**config.mk**
```make
export PLATFORM = sky130hd
export DESIGN_NAME = ledio_top
export DESIGN_NICKNAME = d
export VERILOG_FILES = /design/src/ledio_pkg.sv /design/src/ledio_sync.sv /design/src/ledio_top.sv
export SDC_FILE = /design/constraint.sdc
export NUM_CORES = 1
export LEC_CHECK = 0
export ABC_CLOCK_PERIOD_IN_PS = 7200
export BUFFER_PORTS_ARGS = -buffer_cell sky130_fd_sc_hd__buf_4
export CORE_MARGIN = 4
export CORE_UTILIZATION = 28
export CTS_CLUSTER_DIAMETER = 100
export DETAILED_ROUTE_END_ITERATION = 6
export GPL_TIMING_DRIVEN = 0
export PLACE_DENSITY = 0.56
export SYNTH_ARGS = -nofsm -noshare
export SYNTH_HDL_FRONTEND = slang
export SYNTH_SLANG_ARGS = --single-unit
```
**constraint.sdc**
```tcl
create_clock -name aclk -period 7.2 [get_ports aclk]
set_input_delay 1.44 -clock aclk [delete_from_list [all_inputs] [get_ports aclk]]
set_output_delay 1.44 -clock aclk [all_outputs]
set_load 0.05 [all_outputs]
```
**src/ledio_pkg.sv**
```systemverilog
// Package: constants and types for the latched event line bank
// Notes on behaviour
// RULE_01 - 48 lines as six 8-bit ports
// RULE_02 - Register block based at 0x120
// RULE_03 - Latched event sensing on lines 0..23
// RULE_04 - Software picks rising or falling edge
// RULE_05 - Strap routes interrupt: none, 15, 10, 5
// RULE_06 - Open enable strap runs bank, closed disables
// RULE_07 - Interrupt holds until software clears latch; the code also drops it when the line's mask bit is cleared
package ledio_pkg;
    localparam int LINES      = 48;
    localparam int PORTS      = 6;
    localparam int EV_LINES   = 24;
    // Byte base of the register block
    localparam logic [11:0] BASE_ADDR = 12'h120;
    // Word offsets from the base (byte address = base + offset)
    localparam logic [7:0] OFS_DATA_LO = 8'h00; // Lines 0..31
    localparam logic [7:0] OFS_DATA_HI = 8'h04; // Lines 32..47
    localparam logic [7:0] OFS_DIR_LO  = 8'h08; // Drive enable 0..31
    localparam logic [7:0] OFS_DIR_HI  = 8'h0C; // Drive enable 32..47
    localparam logic [7:0] OFS_POL     = 8'h10; // 1 = rising edge
    localparam logic [7:0] OFS_MASK    = 8'h14; // Event interrupt enables
    localparam logic [7:0] OFS_STATUS  = 8'h18; // Sticky, write 1 clear
    localparam logic [7:0] OFS_INFO    = 8'h1C; // Straps and irq level
    // Reset values
    localparam logic [31:0] RST_ZERO = 32'h0000_0000;
    // Interrupt route strap codes
    localparam logic [1:0] ROUTE_NONE  = 2'h0;
    localparam logic [1:0] ROUTE_IRQ15 = 2'h1;
    localparam logic [1:0] ROUTE_IRQ10 = 2'h2;
    localparam logic [1:0] ROUTE_IRQ5  = 2'h3;
    // AXI responses
    localparam logic [1:0] RESP_OKAY   = 2'h0;
    localparam logic [1:0] RESP_SLVERR = 2'h2;

    // Host interrupt request lines driven by the bank
    typedef struct packed {
        logic irq15;
        logic irq10;
        logic irq5;
    } ledio_irq_type;
endpackage

```
**src/ledio_sync.sv**
```systemverilog
// Two-stage synchroniser for a vector of pins
`timescale 1ns/1ps
`default_nettype none
module ledio_sync #(
    parameter int W = 1
) (
    // Clock and reset
    input  wire logic         aclk,
    input  wire logic         aresetn,
    // Data
    input  wire logic [W-1:0] async_in,
    output var  logic [W-1:0] sync_out
);
    logic [W-1:0] stage1;

    // Two flops, first read only by the second
    always_ff @(posedge aclk)
    begin
        if (!aresetn)
        begin
            stage1   <= '0;
            sync_out <= '0;
        end
        else
        begin
            stage1   <= async_in;
            sync_out <= stage1;
        end
    end
endmodule
`default_nettype wire

```
**src/ledio_top.sv**
```systemverilog
// Latched event digital line bank with AXI4-Lite register access
`timescale 1ns/1ps
`default_nettype none
module ledio_top (
    // Clock and reset
    input  wire logic                   aclk,
    input  wire logic                   aresetn,
    // AXI4-Lite write address
    input  wire logic [11:0]            s_axi_awaddr,
    input  wire logic                   s_axi_awvalid,
    output var  logic                   s_axi_awready,
    // AXI4-Lite write data
    input  wire logic [31:0]            s_axi_wdata,
    input  wire logic [3:0]             s_axi_wstrb,
    input  wire logic                   s_axi_wvalid,
    output var  logic                   s_axi_wready,
    // AXI4-Lite write response
    output var  logic [1:0]             s_axi_bresp,
    output var  logic                   s_axi_bvalid,
    input  wire logic                   s_axi_bready,
    // AXI4-Lite read address
    input  wire logic [11:0]            s_axi_araddr,
    input  wire logic                   s_axi_arvalid,
    output var  logic                   s_axi_arready,
    // AXI4-Lite read data
    output var  logic [31:0]            s_axi_rdata,
    output var  logic [1:0]             s_axi_rresp,
    output var  logic                   s_axi_rvalid,
    input  wire logic                   s_axi_rready,
    // Board straps (pins)
    input  wire logic                   bank_disable_strap,
    input  wire logic [1:0]             irq_route_strap,
    // Line bank pins
    input  wire logic [47:0]            line_in,
    output var  logic [47:0]            line_out,
    output var  logic [47:0]            line_oe,
    // Host interrupt lines
    output var  ledio_pkg::ledio_irq_type irq_out
);
    ////////////////////////////////////////////////////////////////////
    // Pin synchronisers
    logic [47:0] line_s;
    logic [2:0]  strap_s;

    ledio_sync #(.W(48)) u_line_sync (
        .aclk     (aclk),
        .aresetn  (aresetn),
        .async_in (line_in),
        .sync_out (line_s)
    );

    ledio_sync #(.W(3)) u_strap_sync (
        .aclk     (aclk),
        .aresetn  (aresetn),
        .async_in ({bank_disable_strap, irq_route_strap}),
        .sync_out (strap_s)
    );

    ////////////////////////////////////////////////////////////////////
    // State
    logic [47:0] out_reg;
    logic [47:0] dir_reg;
    logic [23:0] pol_reg;
    logic [23:0] mask_reg;
    logic [23:0] status;
    logic [23:0] prev_line;
    logic        bank_on;
    logic        aw_held;
    logic        w_held;
    logic [11:0] aw_addr;
    logic [31:0] w_data;
    logic [3:0]  w_strb;
    logic [47:0] next_out_reg;
    logic [47:0] next_dir_reg;
    logic [23:0] next_pol_reg;
    logic [23:0] next_mask_reg;
    logic [23:0] next_status;
    logic [23:0] next_prev_line;
    logic        next_bank_on;
    logic        next_aw_held;
    logic        next_w_held;
    logic [11:0] next_aw_addr;
    logic [31:0] next_w_data;
    logic [3:0]  next_w_strb;
    logic        next_awready;
    logic        next_wready;
    logic        next_bvalid;
    logic [1:0]  next_bresp;
    logic        next_arready;
    logic        next_rvalid;
    logic [31:0] next_rdata;
    logic [1:0]  next_rresp;
    logic [47:0] next_line_out;
    logic [47:0] next_line_oe;
    ledio_pkg::ledio_irq_type next_irq;

    // Byte-lane merge of write data into a register word
    function automatic logic [31:0] merge(input logic [31:0] old,
                                          input logic [31:0] d,
                                          input logic [3:0]  s);
        logic [31:0] r;
        r = old;
        for (int b = 0; b < 4; b++)
        begin
            if (s[b])
                r[b*8 +: 8] = d[b*8 +: 8];
        end
        return r;
    endfunction

    // Decode: block-relative offset for word-aligned addresses inside the block, else 8'hFF
    function automatic logic [7:0] decode(input logic [11:0] a);
        logic [11:0] d;
        d = a - ledio_pkg::BASE_ADDR;                         // [RULE_02]
        if (a >= ledio_pkg::BASE_ADDR && d < 12'h020 && d[1:0] == 2'h0)
            return d[7:0];
        return 8'hFF;
    endfunction

    ////////////////////////////////////////////////////////////////////
    // Per-line edge detection for the event-capable lines
    logic [23:0] edge_hit;

    genvar gi;
    generate
        for (gi = 0; gi < ledio_pkg::EV_LINES; gi++)
        begin : g_ev
            // Polarity 1 selects rising, 0 selects falling      [RULE_04]
            assign edge_hit[gi] = bank_on &&
                (pol_reg[gi] ? (line_s[gi] && !prev_line[gi])
                             : (!line_s[gi] && prev_line[gi]));
        end
    endgenerate

    ////////////////////////////////////////////////////////////////////
    // Next-state logic: registers, bus, events, pins
    always_comb
    begin
        logic       do_wr;
        logic       do_rd;
        logic [7:0] wofs;
        logic [7:0] rofs;
        logic [31:0] rd;
        logic       pend;
        do_wr = 1'b0;
        do_rd = 1'b0;
        wofs  = 8'hFF;
        rofs  = 8'hFF;
        rd    = ledio_pkg::RST_ZERO;
        pend  = 1'b0;

        next_out_reg   = out_reg;
        next_dir_reg   = dir_reg;
        next_pol_reg   = pol_reg;
        next_mask_reg  = mask_reg;
        next_prev_line = line_s[23:0];
        next_bank_on   = !strap_s[2];                          // [RULE_06]
        next_aw_held   = aw_held;
        next_w_held    = w_held;
        next_aw_addr   = aw_addr;
        next_w_data    = w_data;
        next_w_strb    = w_strb;
        next_bvalid    = s_axi_bvalid;
        next_bresp     = s_axi_bresp;
        next_rvalid    = s_axi_rvalid;
        next_rdata     = s_axi_rdata;
        next_rresp     = s_axi_rresp;

        // Capture address and data in either order
        if (s_axi_awvalid && s_axi_awready)
        begin
            next_aw_held = 1'b1;
            next_aw_addr = s_axi_awaddr;
        end
        if (s_axi_wvalid && s_axi_wready)
        begin
            next_w_held = 1'b1;
            next_w_data = s_axi_wdata;
            next_w_strb = s_axi_wstrb;
        end
        if (s_axi_bvalid && s_axi_bready)
            next_bvalid = 1'b0;

        // Perform the write once both halves are held
        if (aw_held && w_held && !s_axi_bvalid)
        begin
            do_wr        = 1'b1;
            wofs         = decode(aw_addr);
            next_aw_held = 1'b0;
            next_w_held  = 1'b0;
            next_bvalid  = 1'b1;
            next_bresp   = (wofs == 8'hFF) ? ledio_pkg::RESP_SLVERR
                                           : ledio_pkg::RESP_OKAY;
        end

        // Register writes
        if (do_wr)
        begin
            case (wofs)
                ledio_pkg::OFS_DATA_LO:
                    next_out_reg[31:0] = merge(out_reg[31:0], w_data, w_strb);
                ledio_pkg::OFS_DATA_HI:
                    next_out_reg[47:32] = 16'(merge({16'h0000, out_reg[47:32]},
                                                    w_data, w_strb));
                ledio_pkg::OFS_DIR_LO:
                    next_dir_reg[31:0] = merge(dir_reg[31:0], w_data, w_strb);
                ledio_pkg::OFS_DIR_HI:
                    next_dir_reg[47:32] = 16'(merge({16'h0000, dir_reg[47:32]},
                                                    w_data, w_strb));
                ledio_pkg::OFS_POL:
                    next_pol_reg = 24'(merge({8'h00, pol_reg}, w_data, w_strb));
                ledio_pkg::OFS_MASK:
                    next_mask_reg = 24'(merge({8'h00, mask_reg}, w_data,
                                              w_strb));
                default:
                    ;
            endcase
        end

        // Sticky event latches: set wins over write-one clear   [RULE_03]
        next_status = status;
        if (do_wr && wofs == ledio_pkg::OFS_STATUS)
            next_status = status & ~(24'(merge(ledio_pkg::RST_ZERO, w_data,
                                               w_strb)));          // [RULE_07]
        next_status = next_status | edge_hit;                      // [RULE_03]

        // Read channel
        if (s_axi_rvalid && s_axi_rready)
            next_rvalid = 1'b0;
        if (s_axi_arvalid && s_axi_arready)
        begin
            do_rd = 1'b1;
            rofs  = decode(s_axi_araddr);
        end
        pend = |(status & mask_reg);
        if (do_rd)
        begin
            case (rofs)
                ledio_pkg::OFS_DATA_LO: rd = line_s[31:0];         // [RULE_01]
                ledio_pkg::OFS_DATA_HI: rd = {16'h0000, line_s[47:32]};
                ledio_pkg::OFS_DIR_LO:  rd = dir_reg[31:0];
                ledio_pkg::OFS_DIR_HI:  rd = {16'h0000, dir_reg[47:32]};
                ledio_pkg::OFS_POL:     rd = {8'h00, pol_reg};
                ledio_pkg::OFS_MASK:    rd = {8'h00, mask_reg};
                ledio_pkg::OFS_STATUS:  rd = {8'h00, status};
                ledio_pkg::OFS_INFO:
                    rd = {28'h0000000, pend, bank_on, strap_s[1:0]};
                default:                rd = ledio_pkg::RST_ZERO;
            endcase
            next_rvalid = 1'b1;
            next_rdata  = rd;
            next_rresp  = (rofs == 8'hFF) ? ledio_pkg::RESP_SLVERR
                                          : ledio_pkg::RESP_OKAY;
        end

        // Ready only when a new item can be held
        next_awready = !next_aw_held && !s_axi_awready;
        next_wready  = !next_w_held && !s_axi_wready;
        next_arready = !next_rvalid && !s_axi_arready;

        // Pins: a disabled bank drives nothing                  [RULE_06]
        next_line_out = out_reg;
        next_line_oe  = bank_on ? dir_reg : 48'h000000000000;

        // Interrupt routed to at most one host line, none for ROUTE_NONE       [RULE_05] [RULE_07]
        next_irq = '0;
        case (strap_s[1:0])
            ledio_pkg::ROUTE_IRQ15: next_irq.irq15 = pend;
            ledio_pkg::ROUTE_IRQ10: next_irq.irq10 = pend;
            ledio_pkg::ROUTE_IRQ5:  next_irq.irq5  = pend;
            default:                next_irq       = '0;
        endcase
    end

    ////////////////////////////////////////////////////////////////////
    // Registers
    always_ff @(posedge aclk)
    begin
        if (!aresetn)
        begin
            out_reg       <= 48'h000000000000;
            dir_reg       <= 48'h000000000000;
            pol_reg       <= 24'h000000;
            mask_reg      <= 24'h000000;
            status        <= 24'h000000;
            prev_line     <= 24'h000000;
            bank_on       <= 1'b0;
            aw_held       <= 1'b0;
            w_held        <= 1'b0;
            aw_addr       <= 12'h000;
            w_data        <= 32'h00000000;
            w_strb        <= 4'h0;
            s_axi_awready <= 1'b0;
            s_axi_wready  <= 1'b0;
            s_axi_bvalid  <= 1'b0;
            s_axi_bresp   <= 2'h0;
            s_axi_arready <= 1'b0;
            s_axi_rvalid  <= 1'b0;
            s_axi_rdata   <= 32'h00000000;
            s_axi_rresp   <= 2'h0;
            line_out      <= 48'h000000000000;
            line_oe       <= 48'h000000000000;
            irq_out       <= '0;
        end
        else
        begin
            out_reg       <= next_out_reg;
            dir_reg       <= next_dir_reg;
            pol_reg       <= next_pol_reg;
            mask_reg      <= next_mask_reg;
            status        <= next_status;
            prev_line     <= next_prev_line;
            bank_on       <= next_bank_on;
            aw_held       <= next_aw_held;
            w_held        <= next_w_held;
            aw_addr       <= next_aw_addr;
            w_data        <= next_w_data;
            w_strb        <= next_w_strb;
            s_axi_awready <= next_awready;
            s_axi_wready  <= next_wready;
            s_axi_bvalid  <= next_bvalid;
            s_axi_bresp   <= next_bresp;
            s_axi_arready <= next_arready;
            s_axi_rvalid  <= next_rvalid;
            s_axi_rdata   <= next_rdata;
            s_axi_rresp   <= next_rresp;
            line_out      <= next_line_out;
            line_oe       <= next_line_oe;
            irq_out       <= next_irq;
        end
    end
endmodule
`default_nettype wire

```
## After elaboration in Yosys (flattened, before gate mapping)

Cells that the tools add are included.

| word-level totals | value |
|---|---|
| bits in registers | 485 |
| input port bits | 118 |
| logic and storage cells | 297 |

| cells by class | value |
|---|---|
| mux-type cells | 55 |
| equal/unequal tests | 18 |
| reductions and logical operators | 171 |
| bitwise logic cells | 4 |
| add/subtract/negate cells | 2 |
| order comparisons | 4 |

Operators with widths:

| operator | count |
|---|---|
| case mux 32 bit (8 select lines) | 1 |
| two-way mux 8 bit | 13 |
| logical AND 1 bit | 87 |
| equality test 8 x 5 -> 1 bit (second input constant) | 7 |
| zero test 1 bit | 56 |
| AND reduction 3 bit | 18 |
| AND 24 bit | 2 |
| two-way mux 1 bit | 38 |
| equality test 8 x 4 -> 1 bit (second input constant) | 4 |
| >= comparator 12 x 9 -> 1 bit (second input constant) | 2 |
| less-than comparator 12 x 6 -> 1 bit (second input constant) | 2 |
| two-way mux 24 bit | 1 |
| inverter 24 bit | 1 |
| bitwise OR 24 bit | 1 |
| OR reduction 24 bit | 1 |
| subtractor 12 x 9 -> 12 bit (second input constant) | 2 |
| equality test 8 x 3 -> 1 bit (second input constant) | 2 |
| equality test 8 bit (second input constant) | 2 |
| zero test 8 bit | 2 |
| AND reduction 2 bit | 4 |
| equality test 2 bit (second input constant) | 2 |
| zero test 2 bit | 2 |
| two-way mux 2 bit | 2 |
| equality test 2 x 1 -> 1 bit (second input constant) | 1 |
| nonzero test 2 bit | 1 |

## Depth between registers and ports, before layout

| depth | value |
|---|---|
| word-level depth | 16 |
| mapped depth | 9 |
| depth with buffers taken out | 7 |

## Cells and area by module

From an unflattened synthesis, not the netlist that was laid out.

| second synthesis, totals | value |
|---|---|
| cell total of the unflattened synthesis | 1767 |
| area, all modules | 17277.8 um^2 |

Modules (own cells, without submodules):

| module | sequential area each (um^2) | cells an instance | instances | area an instance (um^2) |
|---|---|---|---|---|
| ledio_top | 7627.3 | 1553 | 1 | 14516.4 |
| ledio_sync (u_line_sync) | 1921.8 | 202 | 1 | 2603.7 |
| ledio_sync (u_strap_sync) | 120.1 | 12 | 1 | 157.7 |

## Worst setup path after synthesis

Ideal clock, no wire load.

| timing | value |
|---|---|
| path type | input port to flip-flop |
| start point | input s_axi_araddr[5] |
| end point | register s_axi_rdata[10] |
| buffers on the path | 1 |
| cell stages on the path | 8 |
| data required time | 7.126 ns |
| arrival | 3.330 ns |
| setup slack | 3.795 ns |
| library setup time | 0.074 ns |
| cell sequence | inv_1 -> ha_1 -> and4b_1 -> nand4_1 -> nor4_1 -> clkbuf_1 -> a22oi_1 -> a31oi_1 |

| on the way | value |
|---|---|
| cells in the longest elaborated chain, start to end | 10 |

Ends and longest elaborated chain:

| item | RTL line | text |
|---|---|---|
| start, declared | ledio_top.sv:22 | `input wire logic [11:0] s_axi_araddr,` |
| subtractor 12 x 9 -> 12 bit | ledio_top.sv:114 | `d = a - ledio_pkg::BASE_ADDR;` |
| less-than comparator 12 x 6 -> 1 bit | ledio_top.sv:115 | `if (a >= ledio_pkg::BASE_ADDR && d < 12'h020 && d[1:0] == 2'h0)` |
| logical AND 1 bit (2 in a row) | ledio_top.sv:115 |  |
| two-way mux 1 bit | ledio_top.sv:115 |  |
| two-way mux 1 bit | ledio_top.sv:230 | `if (s_axi_arvalid && s_axi_arready)` |
| two-way mux 8 bit (*) | ledio_top.sv:117 | `return 8'hFF;` |
| two-way mux 8 bit (*) | ledio_top.sv:230 |  |
| equality test 8 x 5 -> 1 bit, or another cell as far along | ledio_top.sv:238 | `case (rofs)` |
| case mux 32 bit (8 select lines) (*) | ledio_top.sv:238 |  |
| end signal, assigned | ledio_top.sv:325 | `s_axi_rdata <= next_rdata;` |
| end, declared | ledio_top.sv:26 | `output var logic [31:0] s_axi_rdata,` |

Every way passes the cells marked *; elsewhere a longest branch is shown, timed or not. The select of a mux whose other input is x is not followed.
A chain may end at the register's enable or synchronous reset.

## Final worst setup path

| timing | value |
|---|---|
| start point | input s_axi_araddr[5] |
| end point | register s_axi_rdata[15] |

The elaborated chain is that of the path after synthesis.

==> results.cfg <==
[outcome]
status = complete, no violations

[setup_path]
start_kind = input port
crit_buf_inv = 3
cp-end-kind = flop
crit_arrival_ps = 4960
startpoint = s_axi_araddr[5]
worstPathRequired_ps = 7660
rrSetupSlack_ps = 3500
path_class = input port to flop
slowest_stage = nor3_1
max_stage_delay_ps = 1200
critPathTopFamily = simple AND/OR/NAND/NOR gates
reg2reg_from = s_axi_arready
crit_path_max_fanout = 10
path_cells = buf_4 -> inv_1 -> ha_1 -> and4b_1 -> nand4_1 -> nor3_1 -> clkbuf_1 -> a22oi_1 -> a31oi_1

[sta]
fin_crit_sh_pct = 62.5
rsz0062_at_grt = false
setup_ws_ps = 2700
setup_viol_count_final = 0
worstMarginPinSlew_ps = 1420
drv_slew = 0
relSlewSlack_pct = 4.70
setup-tns-final_ps = 0
hold_violations = 0
fin_crit_ps = 4500
worst_clock_skew_ps = 13.3
fmax_ghz = 0.222

[routing]
ant_nets = 0
dr_wl_met3_mm = 4.74
drt-total-wl_mm = 63.2
drc = 0
wl_met1_mm = 27.2
vias = 14000
firstDrtPassIters = 6
avgViaCountPerCell = 4.82
top_layer_used = met5
drt_iter0_markers = 1192
wire_per_inst_um = 21.8
wl_met2_mm = 29.2

[global_route]
gr-usage-all-layers_pct = 18.8
antenna_found_initial = 2
grt_start_max_net_pins = 16
grt_pass1_wl_mm = 89.5
grt-ovfl-total = 0
grt_pass1_vias = 13400

[synth]
avgSynthCellArea_um2 = 9.49
ys_seq_area_share_pct = 57.2
synth_edf_count = 0
synthTopCellsByCount = dfxtp_1 (483), nand2_1 (237), and2_1 (179), nor2_1 (148), a21oi_1 (122)
yosys.area.top_type = dfxtp_1
synthesis.area_mm2 = 0.0169
synthArstFlopShare_pct = 0
synth-seq-cells = 483
synth_cell_types = 48
synth_area_leaders = dfxtp_1 (57%), mux2i_1 (7.0%), and2_1 (6.6%)
yosys_warnings = 0
syn_inst = 1783
synth.top_cell.area_share_pct = 57.2
synth_most_common_cell = dfxtp_1
synthFlopType = dfxtp_1

[cts]
cts_tree = built
postCtsHoldBufs = 0
clock-sinks = 483
clk_latency_ps = 590
ctsLongestPathBuffers = 3
clkTransAtPathRegs_ps = 60
cts_resized = 0
cts_root_buf = clkbuf_16
htreeDepth = 2
cts_setup_buffers = 0
cts_made_buffers = 49

[place]
dp_hpwl_mm = 47.9
portBuffers = 254
dp_cells = 2811
place_congestion = 0.930
place_ws_ps = 2100

[floorplan]
design.die.area_mm2 = 0.0644
io_pins = 258
initial_core_util_pct = 28.5
rows = 89
die_w_um = 254
die_y_um = 254
core_area_mm2 = 0.0594

[final_layout]
finish.utilization_pct = 36.1
fin_cells = 2901
diodes = 0
drive_gt1_share_pct = 16.4
ff_latch_area_mm2 = 0.00967
fin_nets = 2209
multi_input_area_mm2 = 0.00664
fillers = 6018
syn2layout_area_growth_pct = 26.8

[pwr]
power_density_mw_per_mm2 = 263
p_leak_nw = 8.78
max-vdd-ir-drop_v = 0.000155

[job]
cap_violations = 0

[min_path]
min_from = u_strap_sync.sync_out[2]
hold_path_class = flop to flop
==> worst register-to-register path, stage by stage (launching register included) <==
cell and delay [ps]:
dfxtp_1 400, and2_1 220, nand4_1 460, nor3_1 1200, clkbuf_1 760, a22oi_1 170
a31oi_1 370
==> kinds of logic after synthesis <==
group	Yosys count	synth area share [%]
AO/OA/AOI/OAI	289	10.3
XOR/XNOR	3	0.155
adder cells (fa/ha/maj)	2	0.148
buffers and inverters	161	3.65
flip-flops	483	57.2
multiplexers	122	7.31
other	1	0.0222
AND/OR/NAND/NOR	722	21.3
==> worst paths after layout <==
check                                       end  cells past startpoint
worst max-delay path            s_axi_rdata[15]                      9
worst min-delay path                    bank_on                      1
worst max register to register  s_axi_rdata[15]                      6
worst min register to register          bank_on                      1
==> through the flow <==
stage / total power [mW] / hold WS, ps / instance area (µm²)
finish: 5.65 / 386 / 21400
global route: 5.83 / 405 / 21400
CTS: 5.70 / 389 / 21400
detailed placement: 3.09 / 380 / 19800
global placement: 3.09 / 378 / 19800
floorplan: 2.94 / 368 / 16900
==> power by group <==
group          internal (mW)  switching (mW)
Sequential              2.72          0.0339
Clock                   1.54            1.07
Combinational         0.0950           0.185
Total                   4.36            1.29
==> cell type report <==
class	count	share of cell area, %
buffer	127	2.28
clock buffer	75	6.79
clock inverter	15	0.898
inverter	34	0.595
multi-input combinational	1140	30.9
sequential	483	45.1
tap	773	4.51
timing repair buffer	254	8.89
==> cell usage in the layout, fill, tap and decap left out, types with 7 or more instances in the layout <==
master	n
inv_1	34
and3_1	49
clkbuf_1	132
clkbuf_16	51
a21oi_1	122
a22oi_1	64
nand2_1	237
and2_1	179
mux2i_1	119
a31oi_1	23
nand3_1	45
dfxtp_1	483
nor2_1	148
nor3_1	13
clkbuf_8	9
nor4_1	9
o21ai_0	52
a221oi_1	15
buf_4	256
nand4_2	7
==> metal layers <==
metal  vias up  global-route usage, %
met2       586                   31.2
met5         -                      0
met3        99                   3.76
met4         2                   5.91
met1      6652                   24.8
li1       6641                      -
Power figures use the tool's default switching activity.
